### config.mk
export PLATFORM = sky130hd
export DESIGN_NAME = dfp_protect
export DESIGN_NICKNAME = d
export VERILOG_FILES = /design/src/shared/dfp_pkg.sv /design/src/dfp_protect.sv
export SDC_FILE = /design/constraint.sdc
export NUM_CORES = 1
export LEC_CHECK = 0
export ABC_AREA = 1
export BUFFER_PORTS_ARGS = -buffer_cell sky130_fd_sc_hd__buf_2
export CAP_MARGIN = 20
export CORE_ASPECT_RATIO = 1.1
export CORE_MARGIN = 1
export CORE_UTILIZATION = 25
export DETAILED_ROUTE_END_ITERATION = 16
export PLACE_DENSITY = 0.39
export SETUP_SLACK_MARGIN = 0.5
export SLEW_MARGIN = 20
export SYNTH_ARGS = -nofsm -noshare
export SYNTH_HDL_FRONTEND = slang
export SYNTH_SLANG_ARGS = --single-unit
export TNS_END_PERCENT = 5
### constraint.sdc
create_clock -name clock_in -period 2.1 [get_ports clock_in]
set_clock_uncertainty 0.05 [all_clocks]
set_input_delay 0.42 -clock clock_in [delete_from_list [all_inputs] [get_ports clock_in]]
set_output_delay 0.42 -clock clock_in [all_outputs]
set_load 0.03 [all_outputs]
### src/shared/dfp_pkg.sv
`default_nettype none
package dfp_pkg;
  // widths
  localparam int WORD_W = 16;
  localparam int NUM_OUT = 12;
  localparam int CNT_W = 16;
  localparam int BIT_CNT_W = 4;
  localparam int SYNC_W = 35;

  // control word fields
  localparam int CTL_OVERVOLTAGE_LOCKOUT_EN_BIT = 15;
  localparam int CTL_ULD_BIT = 14;
  localparam int CTL_OCD_BIT = 13;
  localparam int CTL_OUT_MSB = 12;
  localparam int CTL_OUT_LSB = 1;
  localparam int CTL_CLR_BIT = 0;

  // status word fields
  localparam int ST_PSF_BIT = 15;
  localparam int ST_UL_BIT = 14;
  localparam int ST_OL_BIT = 13;
  localparam int ST_TW_BIT = 0;

  // reset values
  localparam logic [WORD_W-1:0] CTL_RESET = 16'h0000;
  localparam logic [WORD_W-1:0] SHIFT_RESET = 16'h0000;
  localparam logic [NUM_OUT-1:0] OUT_RESET = 12'h000;
  localparam logic [CNT_W-1:0] CNT_RESET = 16'h0000;
  localparam logic [CNT_W-1:0] CNT_ONE = 16'h0001;
  localparam logic [BIT_CNT_W-1:0] BIT_CNT_RESET = 4'h0;
  localparam logic [BIT_CNT_W-1:0] BIT_CNT_ONE = 4'h1;
  localparam logic [SYNC_W-1:0] SYNC_RESET = 35'h000000000;

  // timing
  localparam int CLK_PERIOD_NS = 8;
  localparam int OC_SHORT_NS = 25000;
  localparam int OC_LONG_NS = 200000;
  localparam int UL_DELAY_NS = 350000;
  localparam logic [CNT_W-1:0] OC_SHORT_CYC = CNT_W'(OC_SHORT_NS / CLK_PERIOD_NS);
  localparam logic [CNT_W-1:0] OC_LONG_CYC = CNT_W'(OC_LONG_NS / CLK_PERIOD_NS);
  localparam logic [CNT_W-1:0] UL_DELAY_CYC = CNT_W'(UL_DELAY_NS / CLK_PERIOD_NS);

  // serial frame state
  typedef enum logic [0:0] {
    FR_IDLE = 1'b0,
    FR_SHIFT = 1'b1
  } dfp_frame_t;
endpackage : dfp_pkg
`default_nettype wire

### src/dfp_protect.sv
`timescale 1ns/1ps
`default_nettype none
// Summary of operation
// RULE1 - status clear empties all fault flags and releases latched-off outputs
// RULE2 - status clear acts at chip select rising edge ending its frame
// RULE3 - host resends previous output and option bits with the clear bit
// RULE4 - a fault still present after clear is detected and latched again
// RULE5 - enable toggle or logic supply power-on reset returns logic to reset
// RULE6 - enable low means sleep, all control and status bits lost
// RULE7 - at power-up all twelve drivers start off
// RULE8 - serial commands accepted only with logic supply above lockout
// RULE9 - supply undervoltage or locked overvoltage forces drivers off, keeps data
// RULE10 - persistent overcurrent latches output off and sets overload flag
// RULE11 - control bit 13 picks 25 us or 200 us overcurrent delay
// RULE12 - a running overcurrent delay keeps the select value from its start
// RULE13 - under-load beyond delay on enabled output sets sticky flag bit 14
// RULE14 - under-load timeout latches driver off only when control bit 14 set
// RULE15 - one global under-load timer serves all channels
// RULE16 - global under-load timer keeps running while any under-load persists
// RULE17 - driver supply undervoltage sets bit 15 and turns outputs off
// RULE18 - outputs return to programmed state when supplies recover
// RULE19 - no driver turns on during thermal shutdown
// RULE20 - control word layout: lockout, under-load, delay, outputs, clear
// RULE21 - status word layout: supply fail, under-load, overload, outputs, warning
// RULE22 - only frames of whole multiples of 16 clocks are applied
// RULE23 - overvoltage sets bit 15, drivers off only with lockout enabled
// RULE24 - delays are clock counters with parameter terminal counts
module dfp_protect
  import dfp_pkg::*;
#(
  parameter logic [CNT_W-1:0] OC_SHORT_LIMIT = OC_SHORT_CYC,
  parameter logic [CNT_W-1:0] OC_LONG_LIMIT = OC_LONG_CYC,
  parameter logic [CNT_W-1:0] UL_LIMIT = UL_DELAY_CYC
)
(
  // clock and reset
  input wire logic clock_in,
  input wire logic rst_n_in,
  // power and enable pins
  input wire logic enable_in,
  input wire logic vcc_ok_in,
  // serial port
  input wire logic spi_clk_in,
  input wire logic chip_select_n_in,
  input wire logic spi_mosi_in,
  output logic spi_miso_out,
  output logic spi_miso_oe_n_out,
  // comparator inputs
  input wire logic thermal_warning_in,
  input wire logic thermal_shutdown_in,
  input wire logic driver_supply_a_uv_in,
  input wire logic driver_supply_b_uv_in,
  input wire logic driver_supply_a_ov_in,
  input wire logic driver_supply_b_ov_in,
  input wire logic [NUM_OUT-1:0] overcurrent_in,
  input wire logic [NUM_OUT-1:0] underload_in,
  // driver, control and status outputs
  output logic [NUM_OUT-1:0] driver_output_out,
  output logic [WORD_W-1:0] control_word_out,
  output logic [WORD_W-1:0] status_word_out
);

  // terminal count for a delay select value
  function automatic logic [CNT_W-1:0] dfp_oc_limit(input logic sel);
    dfp_oc_limit = sel ? OC_SHORT_LIMIT : OC_LONG_LIMIT;
  endfunction : dfp_oc_limit

  // input synchronisers
  logic [SYNC_W-1:0] sync1_reg;
  logic [SYNC_W-1:0] sync2_reg;
  logic [SYNC_W-1:0] raw_pins;

  assign raw_pins = {spi_clk_in, chip_select_n_in, spi_mosi_in, enable_in,
                     vcc_ok_in, thermal_warning_in, thermal_shutdown_in,
                     driver_supply_a_uv_in, driver_supply_b_uv_in,
                     driver_supply_a_ov_in, driver_supply_b_ov_in,
                     overcurrent_in, underload_in};

  always_ff @(posedge clock_in or negedge rst_n_in)
  begin
    if (!rst_n_in)
    begin
      sync1_reg <= SYNC_RESET;
      sync2_reg <= SYNC_RESET;
    end
    else
    begin
      sync1_reg <= raw_pins;
      sync2_reg <= sync1_reg;
    end
  end

  logic sclk_s, cs_n_s, mosi_s, en_s, vcc_s, tw_s, tsd_s;
  logic uva_s, uvb_s, ova_s, ovb_s;
  logic [NUM_OUT-1:0] oc_s;
  logic [NUM_OUT-1:0] ul_s;

  assign {sclk_s, cs_n_s, mosi_s, en_s, vcc_s, tw_s, tsd_s,
          uva_s, uvb_s, ova_s, ovb_s, oc_s, ul_s} = sync2_reg;

  // sleep or logic-supply lockout wipes all state except synchronisers, edge history and delay selects
  logic logic_clear;
  assign logic_clear = ~en_s | ~vcc_s; // see RULE5 see RULE6 see RULE8

  // edge detection on synchronised link signals
  logic sclk_prev_reg;
  logic cs_n_prev_reg;

  always_ff @(posedge clock_in or negedge rst_n_in)
  begin
    if (!rst_n_in)
    begin
      sclk_prev_reg <= 1'b0;
      cs_n_prev_reg <= 1'b0;
    end
    else
    begin
      sclk_prev_reg <= sclk_s;
      cs_n_prev_reg <= cs_n_s;
    end
  end

  logic sclk_rise, sclk_fall, cs_fall, cs_rise;
  assign sclk_rise = sclk_s & ~sclk_prev_reg;
  assign sclk_fall = ~sclk_s & sclk_prev_reg;
  assign cs_fall = ~cs_n_s & cs_n_prev_reg;
  assign cs_rise = cs_n_s & ~cs_n_prev_reg;

  // serial frame engine
  dfp_frame_t frame_reg;
  logic [WORD_W-1:0] rx_reg;
  logic [WORD_W-1:0] tx_reg;
  logic [BIT_CNT_W-1:0] bit_cnt_reg;
  logic any_bit_reg;
  logic mosi_cap_reg;
  logic [WORD_W-1:0] status_word;

  always_ff @(posedge clock_in or negedge rst_n_in)
  begin
    if (!rst_n_in)
    begin
      frame_reg <= FR_IDLE;
      rx_reg <= SHIFT_RESET;
      tx_reg <= SHIFT_RESET;
      bit_cnt_reg <= BIT_CNT_RESET;
      any_bit_reg <= 1'b0;
      mosi_cap_reg <= 1'b0;
    end
    else if (logic_clear)
    begin
      frame_reg <= FR_IDLE;
      rx_reg <= SHIFT_RESET;
      tx_reg <= SHIFT_RESET;
      bit_cnt_reg <= BIT_CNT_RESET;
      any_bit_reg <= 1'b0;
      mosi_cap_reg <= 1'b0;
    end
    else
    begin
      case (frame_reg)
        FR_IDLE:
        begin
          if (cs_fall)
          begin
            frame_reg <= FR_SHIFT;
            tx_reg <= status_word;
            bit_cnt_reg <= BIT_CNT_RESET;
            any_bit_reg <= 1'b0;
          end
        end
        FR_SHIFT:
        begin
          if (cs_rise)
            frame_reg <= FR_IDLE;
          else if (sclk_fall)
          begin
            rx_reg <= {mosi_s, rx_reg[WORD_W-1:1]};
            mosi_cap_reg <= mosi_s;
            bit_cnt_reg <= bit_cnt_reg + BIT_CNT_ONE;
            any_bit_reg <= 1'b1;
          end
          else if (sclk_rise && any_bit_reg)
            tx_reg <= {mosi_cap_reg, tx_reg[WORD_W-1:1]};
        end
        default:
          frame_reg <= FR_IDLE;
      endcase
    end
  end

  assign spi_miso_out = tx_reg[0];
  assign spi_miso_oe_n_out = (frame_reg != FR_SHIFT);

  // frame acceptance and clear request
  logic frame_ok, word_take, clr_now;
  assign frame_ok = any_bit_reg && (bit_cnt_reg == BIT_CNT_RESET); // see RULE22
  assign word_take = (frame_reg == FR_SHIFT) && cs_rise && frame_ok;
  assign clr_now = word_take && rx_reg[CTL_CLR_BIT]; // see RULE2

  logic [WORD_W-1:0] ctl_reg;

  always_ff @(posedge clock_in or negedge rst_n_in)
  begin
    if (!rst_n_in)
      ctl_reg <= CTL_RESET;
    else if (logic_clear)
      ctl_reg <= CTL_RESET; // see RULE6
    else if (word_take)
      ctl_reg <= {rx_reg[WORD_W-1:CTL_OUT_LSB], 1'b0}; // see RULE20
  end

  // supply supervision
  logic uv_any, ov_any, supply_off;
  assign uv_any = uva_s | uvb_s;
  assign ov_any = ova_s | ovb_s;
  assign supply_off = uv_any | (ov_any & ctl_reg[CTL_OVERVOLTAGE_LOCKOUT_EN_BIT]); // see RULE23

  // overcurrent delay per channel
  logic [CNT_W-1:0] oc_cnt_reg [NUM_OUT];
  logic [NUM_OUT-1:0] oc_sel_reg;
  logic [NUM_OUT-1:0] oc_active;
  logic [NUM_OUT-1:0] oc_trip;
  logic [NUM_OUT-1:0] drv_reg;

  always_comb
  begin
    for (int i = 0; i < NUM_OUT; i++)
    begin
      oc_active[i] = oc_s[i] & drv_reg[i];
      oc_trip[i] = oc_active[i] && (oc_cnt_reg[i] ==
        dfp_oc_limit((oc_cnt_reg[i] == CNT_RESET) ?
          ctl_reg[CTL_OCD_BIT] : oc_sel_reg[i]) - CNT_ONE); // see RULE11
    end
  end

  always_ff @(posedge clock_in or negedge rst_n_in)
  begin
    if (!rst_n_in)
    begin
      for (int i = 0; i < NUM_OUT; i++)
        oc_cnt_reg[i] <= CNT_RESET;
      oc_sel_reg <= OUT_RESET;
    end
    else
    begin
      for (int i = 0; i < NUM_OUT; i++)
      begin
        if (logic_clear || !oc_active[i] || oc_trip[i])
          oc_cnt_reg[i] <= CNT_RESET; // see RULE24
        else
        begin
          if (oc_cnt_reg[i] == CNT_RESET)
            oc_sel_reg[i] <= ctl_reg[CTL_OCD_BIT]; // see RULE12
          oc_cnt_reg[i] <= oc_cnt_reg[i] + CNT_ONE;
        end
      end
    end
  end

  // global under-load timer
  logic [CNT_W-1:0] ul_cnt_reg;
  logic [NUM_OUT-1:0] ul_active;
  logic [NUM_OUT-1:0] ul_hit;
  logic ul_expired;

  assign ul_active = ul_s & drv_reg;
  assign ul_expired = (ul_cnt_reg == UL_LIMIT - CNT_ONE);
  assign ul_hit = ul_active & {NUM_OUT{ul_expired}}; // see RULE15

  always_ff @(posedge clock_in or negedge rst_n_in)
  begin
    if (!rst_n_in)
      ul_cnt_reg <= CNT_RESET;
    else if (logic_clear || !(|ul_active))
      ul_cnt_reg <= CNT_RESET;
    else if (!ul_expired)
      ul_cnt_reg <= ul_cnt_reg + CNT_ONE; // see RULE16
  end

  // latched-off outputs, set wins over clear
  logic [NUM_OUT-1:0] latch_off_reg;
  logic [NUM_OUT-1:0] latch_set;
  assign latch_set = oc_trip |
    (ul_hit & {NUM_OUT{ctl_reg[CTL_ULD_BIT]}}); // see RULE10 see RULE14

  always_ff @(posedge clock_in or negedge rst_n_in)
  begin
    if (!rst_n_in)
      latch_off_reg <= OUT_RESET;
    else if (logic_clear)
      latch_off_reg <= OUT_RESET;
    else
      latch_off_reg <= (clr_now ? OUT_RESET : latch_off_reg) |
        latch_set; // see RULE1 see RULE4
  end

  // sticky fault flags, set wins over clear
  logic supply_fail_flag_reg;
  logic underload_flag_reg;
  logic overload_flag_reg;
  logic thermal_warning_flag_reg;

  always_ff @(posedge clock_in or negedge rst_n_in)
  begin
    if (!rst_n_in)
    begin
      supply_fail_flag_reg <= 1'b0;
      underload_flag_reg <= 1'b0;
      overload_flag_reg <= 1'b0;
      thermal_warning_flag_reg <= 1'b0;
    end
    else if (logic_clear)
    begin
      supply_fail_flag_reg <= 1'b0;
      underload_flag_reg <= 1'b0;
      overload_flag_reg <= 1'b0;
      thermal_warning_flag_reg <= 1'b0;
    end
    else
    begin
      supply_fail_flag_reg <= (supply_fail_flag_reg & ~clr_now) |
        uv_any | ov_any; // see RULE1 see RULE17 see RULE23
      underload_flag_reg <= (underload_flag_reg & ~clr_now) |
        (|ul_hit); // see RULE13
      overload_flag_reg <= (overload_flag_reg & ~clr_now) |
        (|oc_trip); // see RULE10
      thermal_warning_flag_reg <= (thermal_warning_flag_reg & ~clr_now) |
        tw_s; // see RULE1
    end
  end

  // driver stage
  always_ff @(posedge clock_in or negedge rst_n_in)
  begin
    if (!rst_n_in)
      drv_reg <= OUT_RESET; // see RULE7
    else if (logic_clear)
      drv_reg <= OUT_RESET;
    else
      drv_reg <= ctl_reg[CTL_OUT_MSB:CTL_OUT_LSB] & ~latch_off_reg &
        ~{NUM_OUT{tsd_s | supply_off}}; // see RULE9 see RULE18 see RULE19
  end

  assign status_word = {supply_fail_flag_reg, underload_flag_reg,
                        overload_flag_reg, drv_reg,
                        thermal_warning_flag_reg}; // see RULE21
  assign driver_output_out = drv_reg;
  assign control_word_out = ctl_reg;
  assign status_word_out = status_word;

  // checks
  clear_psf_a: assert property (@(posedge clock_in) disable iff (!rst_n_in)
    clr_now && !uv_any && !ov_any && !logic_clear |=> !supply_fail_flag_reg)
    else $error("supply fail flag survived a status clear"); // see RULE1
  clear_at_cs_a: assert property (@(posedge clock_in) disable iff (!rst_n_in)
    clr_now |-> cs_rise && frame_reg == FR_SHIFT)
    else $error("status clear outside frame end"); // see RULE2
  uv_off_a: assert property (@(posedge clock_in) disable iff (!rst_n_in)
    uv_any |=> drv_reg == OUT_RESET)
    else $error("driver on during undervoltage"); // see RULE17
  sleep_wipe_a: assert property (@(posedge clock_in) disable iff (!rst_n_in)
    logic_clear |=> ctl_reg == CTL_RESET && status_word == SHIFT_RESET)
    else $error("state kept through sleep"); // see RULE6
  tsd_off_a: assert property (@(posedge clock_in) disable iff (!rst_n_in)
    tsd_s |=> drv_reg == OUT_RESET)
    else $error("driver on during thermal shutdown"); // see RULE19
  oc_latch_a: assert property (@(posedge clock_in) disable iff (!rst_n_in)
    (|oc_trip) && !logic_clear |=> overload_flag_reg && |latch_off_reg)
    else $error("overcurrent trip not latched"); // see RULE10
  ul_flag_a: assert property (@(posedge clock_in) disable iff (!rst_n_in)
    (|ul_hit) && !logic_clear |=> underload_flag_reg)
    else $error("under-load timeout without flag"); // see RULE13
  bad_frame_a: assert property (@(posedge clock_in) disable iff (!rst_n_in)
    frame_reg == FR_SHIFT && cs_rise && !frame_ok && !logic_clear
      |=> $stable(ctl_reg))
    else $error("partial frame changed control word"); // see RULE22
  ul_keep_a: assert property (@(posedge clock_in) disable iff (!rst_n_in)
    (|ul_hit) && !ctl_reg[CTL_ULD_BIT] && !(|oc_trip) && !clr_now
      && !logic_clear |=> $stable(latch_off_reg))
    else $error("under-load latched output with shutdown off"); // see RULE14

endmodule : dfp_protect
`default_nettype wire
* Word-level counts from Yosys, hierarchy flattened
Index checks and enable logic that the tools add are counted.
** Storage, ports and cells
- Bits in registers :: 375
- Input port bits :: 37
- Logic and storage cells :: 288
** Cells by class
- Add/sub/neg operators :: 26
- Equal/unequal tests :: 20
- Muxes and demuxes :: 75
- Bitwise operators :: 48
- Reductions and logical operators :: 77
** Operators by type and width (count)
- $mux 16 :: 25
- $add 16x1->16 const B :: 13
- $eq 16x16->1 :: 12
- $logic_not 16->1 :: 12
- $sub 15x1->16 const B :: 12
- $mux 15 :: 12
- $and 12x12->12 :: 5
- $mux 12 :: 3
- $reduce_or 12->1 :: 3
- $pmux 16 s2 :: 1
- $mux 1 :: 27
- $logic_or 1x1->1 :: 25
- $not 12->12 :: 2
- $or 12x12->12 :: 2
- $and 1x1->1 :: 21
- $logic_and 1x1->1 :: 17
- $eq 16x16->1 const B :: 1
- $mux 4 :: 4
- $logic_not 1->1 :: 13
- $or 1x1->1 :: 10
- $ne 3x3->1 const B :: 3
- $not 1->1 :: 8
- $pmux 4 s2 :: 1
- $reduce_and 3->1 :: 2
- other kinds (9) :: 12

* Depth between registers and ports, before layout
- Depth after elaboration :: 10
- Depth in mapped cells :: 17
- Mapped depth without buffers :: 17

* Worst setup path before layout
OpenSTA, ideal clock, no wires.
- Path kind :: register -> register
- Start point :: register oc_cnt_reg[48] in the netlist's numbering
- End point :: register oc_cnt_reg[55] in the netlist's numbering
- Library setup time :: 121 ps
- Arrival :: 1715 ps
- Path slack :: 214 ps
- Cell stages (with the launch flop) :: 15
- Clock period less this slack :: 1886 ps
- Path through :: dfrtp_1 > inv_1 > ha_1 > inv_1 > nor2_1 > nand2_1 > nor2_1 > nand3_1 > nand2_2 > nand2_1 > o21ai_2 > o2111ai_4 > nand2_4 > buf_6 > nor3_1
** On the way
- Longest elaborated chain between the ends :: 8
- Elaborated cells between the ends (all ways) :: 9
- Those cells by class :: add/sub (2); eq/ne (1); mux (3); reduce/logical (3)
** Ends and longest elaborated chain
- start: declaration :: RTL line dfp_protect.sv:219 : logic [CNT_W-1:0] oc_cnt_reg [NUM_OUT];
- start signal: indexed assignment :: RTL line dfp_protect.sv:254 : oc_cnt_reg[i] <= oc_cnt_reg[i] + CNT_ONE;
- $logic_not 16->1 :: RTL line dfp_protect.sv:231 : dfp_oc_limit((oc_cnt_reg[i] == CNT_RESET) ?
- $mux 1
- $mux 15 :: RTL line dfp_protect.sv:65 : dfp_oc_limit = sel ? OC_SHORT_LIMIT : OC_LONG_LIMIT;
- $sub 15x1->16 :: RTL line dfp_protect.sv:232 : ctl_reg[CTL_OCD_BIT] : oc_sel_reg[i]) - CNT_ONE);
- $eq 16x16->1 :: RTL line dfp_protect.sv:230 : oc_trip[i] = oc_active[i] && (oc_cnt_reg[i] ==
- $logic_and 1x1->1 :: RTL line dfp_protect.sv:230
- $logic_or 1x1->1 :: RTL line dfp_protect.sv:248 : if (logic_clear || !oc_active[i] || oc_trip[i])
- $mux 16 * :: RTL line dfp_protect.sv:248
Mark *: on every way between the ends. The rest lies on a longest branch, timed or not.
A chain may end at the register's enable or synchronous reset.

* Final worst setup path
- Start point :: register oc_cnt_reg[128] in the netlist's numbering
- End point :: register oc_cnt_reg[140] in the netlist's numbering
Same word-level chain as after synthesis.

==> flow_summary.yaml <==
job:
  cap_violations: 0
route:
  dr.pass1.iters: 5
  drtIter0Drc: 776
  wire_per_inst_microns: 15.2
  ant_nets: 0
  via_per_inst: 4.50
  route.detailed.drc: 0
  wirelength_microns: 55300
  via_count: 16300
clocking:
  clkTransAtPathRegs_ps: 60
  insertion_delay_ps: 580
  clockRootBuffer: "clkbuf_16"
  cts_tree: "yes"
  clockBufferDepth: 3
  cts_made_buffers: 46
  htree_levels: 2
  cts.sinks: 373
finish:
  largest_register_ffs: 192
  diodes: 0
  num-nets-final: 2705
  fin_cells: 3631
  drive_gt1_share_pct: 32.0
  final_cell_mix: "nand2_1 (356), dfrtp_1 (351), nor2_1 (272)"
  final_common_cell: "nand2_1"
  syn2layout_area_growth_pct: 39.5
floorplan:
  dieWidth_microns: 263
  dieArea_sq_mm: 0.0759
  initial_core_util_pct: 25.4
  io_pins: 83
  core-area_sq_mm: 0.0737
  fp-row-count: 104
  die_y_microns: 289
global_route:
  antenna_found_initial: 0
  gr-usage-met1_pct: 19.1
  gr-usage-all-layers_pct: 14.3
  grt_pass1_vias: 16400
  grt_pass1_wl_microns: 87100
  met3_usage_pct: 2.56
  busiest_layer: "met2"
  grt_max_degree: 70
  met2_usage_pct: 23.2
  gr-total-overflow: 0
worst_setup_path:
  cp-start-kind: "flip-flop"
  r2r-start: "oc_cnt_reg[128]"
  crit_path_end_kind: "flip-flop"
  required_ps: 2540
  crit_arrival_ps: 2510
  crit_path_start: "oc_cnt_reg[128]"
  path_class: "reg2reg"
  worstPathMaxFanout: 7
yosys:
  synth.distinct_cells: 50
  ys_seq_area_share_pct: 49.9
  ys.flop_type: "dfrtp_1"
  syn-cell-area_sq_mm: 0.0187
  synth-warning-count: 0
  synth_edf_count: 0
  syn_area_per_cell_sq_um: 8.21
  ys_seq_elements: 373
  syn-instance-count: 2276
  synth_nets: 2341
  async_flop_share_pct: 100
sta:
  fin_crit_ps: 2070
  setup_ws_ps: 27.5
  slew_violations: 0
  rsz0062_at_grt: "yes"
  fin_tns_setup_ps: 0
  fmax_mhz: 482
  setup_viol: 0
  post-route-period-util_pct: 98.7
  fin_hold_ws_ps: 275
  hold_viol_final: 0
  tightest_slew_ps: 814
  slew_headroom_pct: 45.7
run_status:
  outcome: "completed"
place:
  dp_cells: 3427
  portBuffers: 81
  dpl.hpwl_microns: 38500
  routabilityCongestion: 0.830
  dpl_worst_slack_ps: -124
min_path:
  holdCritPathClass: "in2async"
power:
  p_leak_uw: 0.0114
  vdd_ir_drop_max_mv: 0.531
  p_per_area_mw_per_mm2: 618
## per-layer routing
metal,vias up,routed length [microns]
met5,-,0
met1,7867,26100
met3,82,1840
met4,0,1640
met2,226,25700
li1,8161,-
## worst paths after layout
path / to / slack, ps / cells after the start
min: oc_cnt_reg[44] / 270 / 2
max: oc_cnt_reg[140] / 30 / 15
min in group clock_in: sync2_reg[10] / 300 / 0
max reg2reg: oc_cnt_reg[140] / 30 / 15
min reg2reg: sync2_reg[10] / 300 / 0
max in group asynchronous: oc_cnt_reg[114] / 980 / 3
## repair_timing
action,4_1_cts,5_1_grt
gates cloned,3,4
pin swaps,32,172
endpoints found under the setup margin,326,343
hold endpoints to repair,65,0
resized for setup,61,589
buffers inserted,31,45
hold buffers,36,0
## metrics by stage
step,total power (uW),util (%),area [sq um]
after floorplan,7500,-,18700
after global placement,7800,29.0,21400
after detailed placement,7810,29.0,21400
after CTS,16500,32.4,23900
after global routing,16800,35.4,26100
final,16100,35.4,26100
## kinds of logic (layout without fill, tap and decap cells)
logic type	Yosys count	in the layout	share of synthesized area, %
XOR/XNOR	45	45	2.11
multiplexers	1	1	0.0602
AND/OR/NAND/NOR	1251	1254	31.4
buffers and inverters	345	743	7.84
flip-flops	373	373	49.9
AO/OA/AOI/OAI	232	232	6.74
other	1	1	0.0201
adder cells (fa/ha/maj)	28	28	1.87
## synthesized netlist by cell type, types with 19 or more instances
library cell  count  share of area (%)
nand2_1         422                8.5
dfrtp_1         373                 50
nor2_1          370                7.4
inv_1           281                5.6
nand3_1         151                4.0
o21ai_0         119                3.2
nor3_1           76                2.0
a21oi_1          75                2.0
nand4_1          58                1.9
nor4_1           44                1.5
xor2_1           31                1.5
nor2_2           29               0.97
ha_1             28                1.9
nor3b_1          25                1.0
nor3_2           23                1.2
buf_4            19               0.76
## layout make-up
cell class              count  area, sq um
fillers                  7610        47600
multi-input cells        1561         9470
flip-flops and latches    373         9360
repair buffers            367         3310
clock buffers              69         1380
well taps                 954         1190
inverters                 289         1130
clock inverters            16          215
repair inverters            2         25.0
## power breakdown
part           internal [uW]  switching, uW  leakage (uW)
logic                    141            282       0.00559
registers               7270           44.6       0.00501
clock network           5150           3230      0.000774
total                  12600           3550        0.0114
## critical path: stages (launching register included)
cell and delay, ps:
dfrtp_1 400, buf_6 130, buf_6 110, inv_4 50
ha_4 120, nand3_4 70, nor2_4 130, nand2_2 80
nand2_4 100, nand3_2 70, nand2_2 100, nor2_4 50
nor2_4 130, buf_12 150, clkinv_8 70, nor3b_2 170
(Power assumes the default switching activity.)
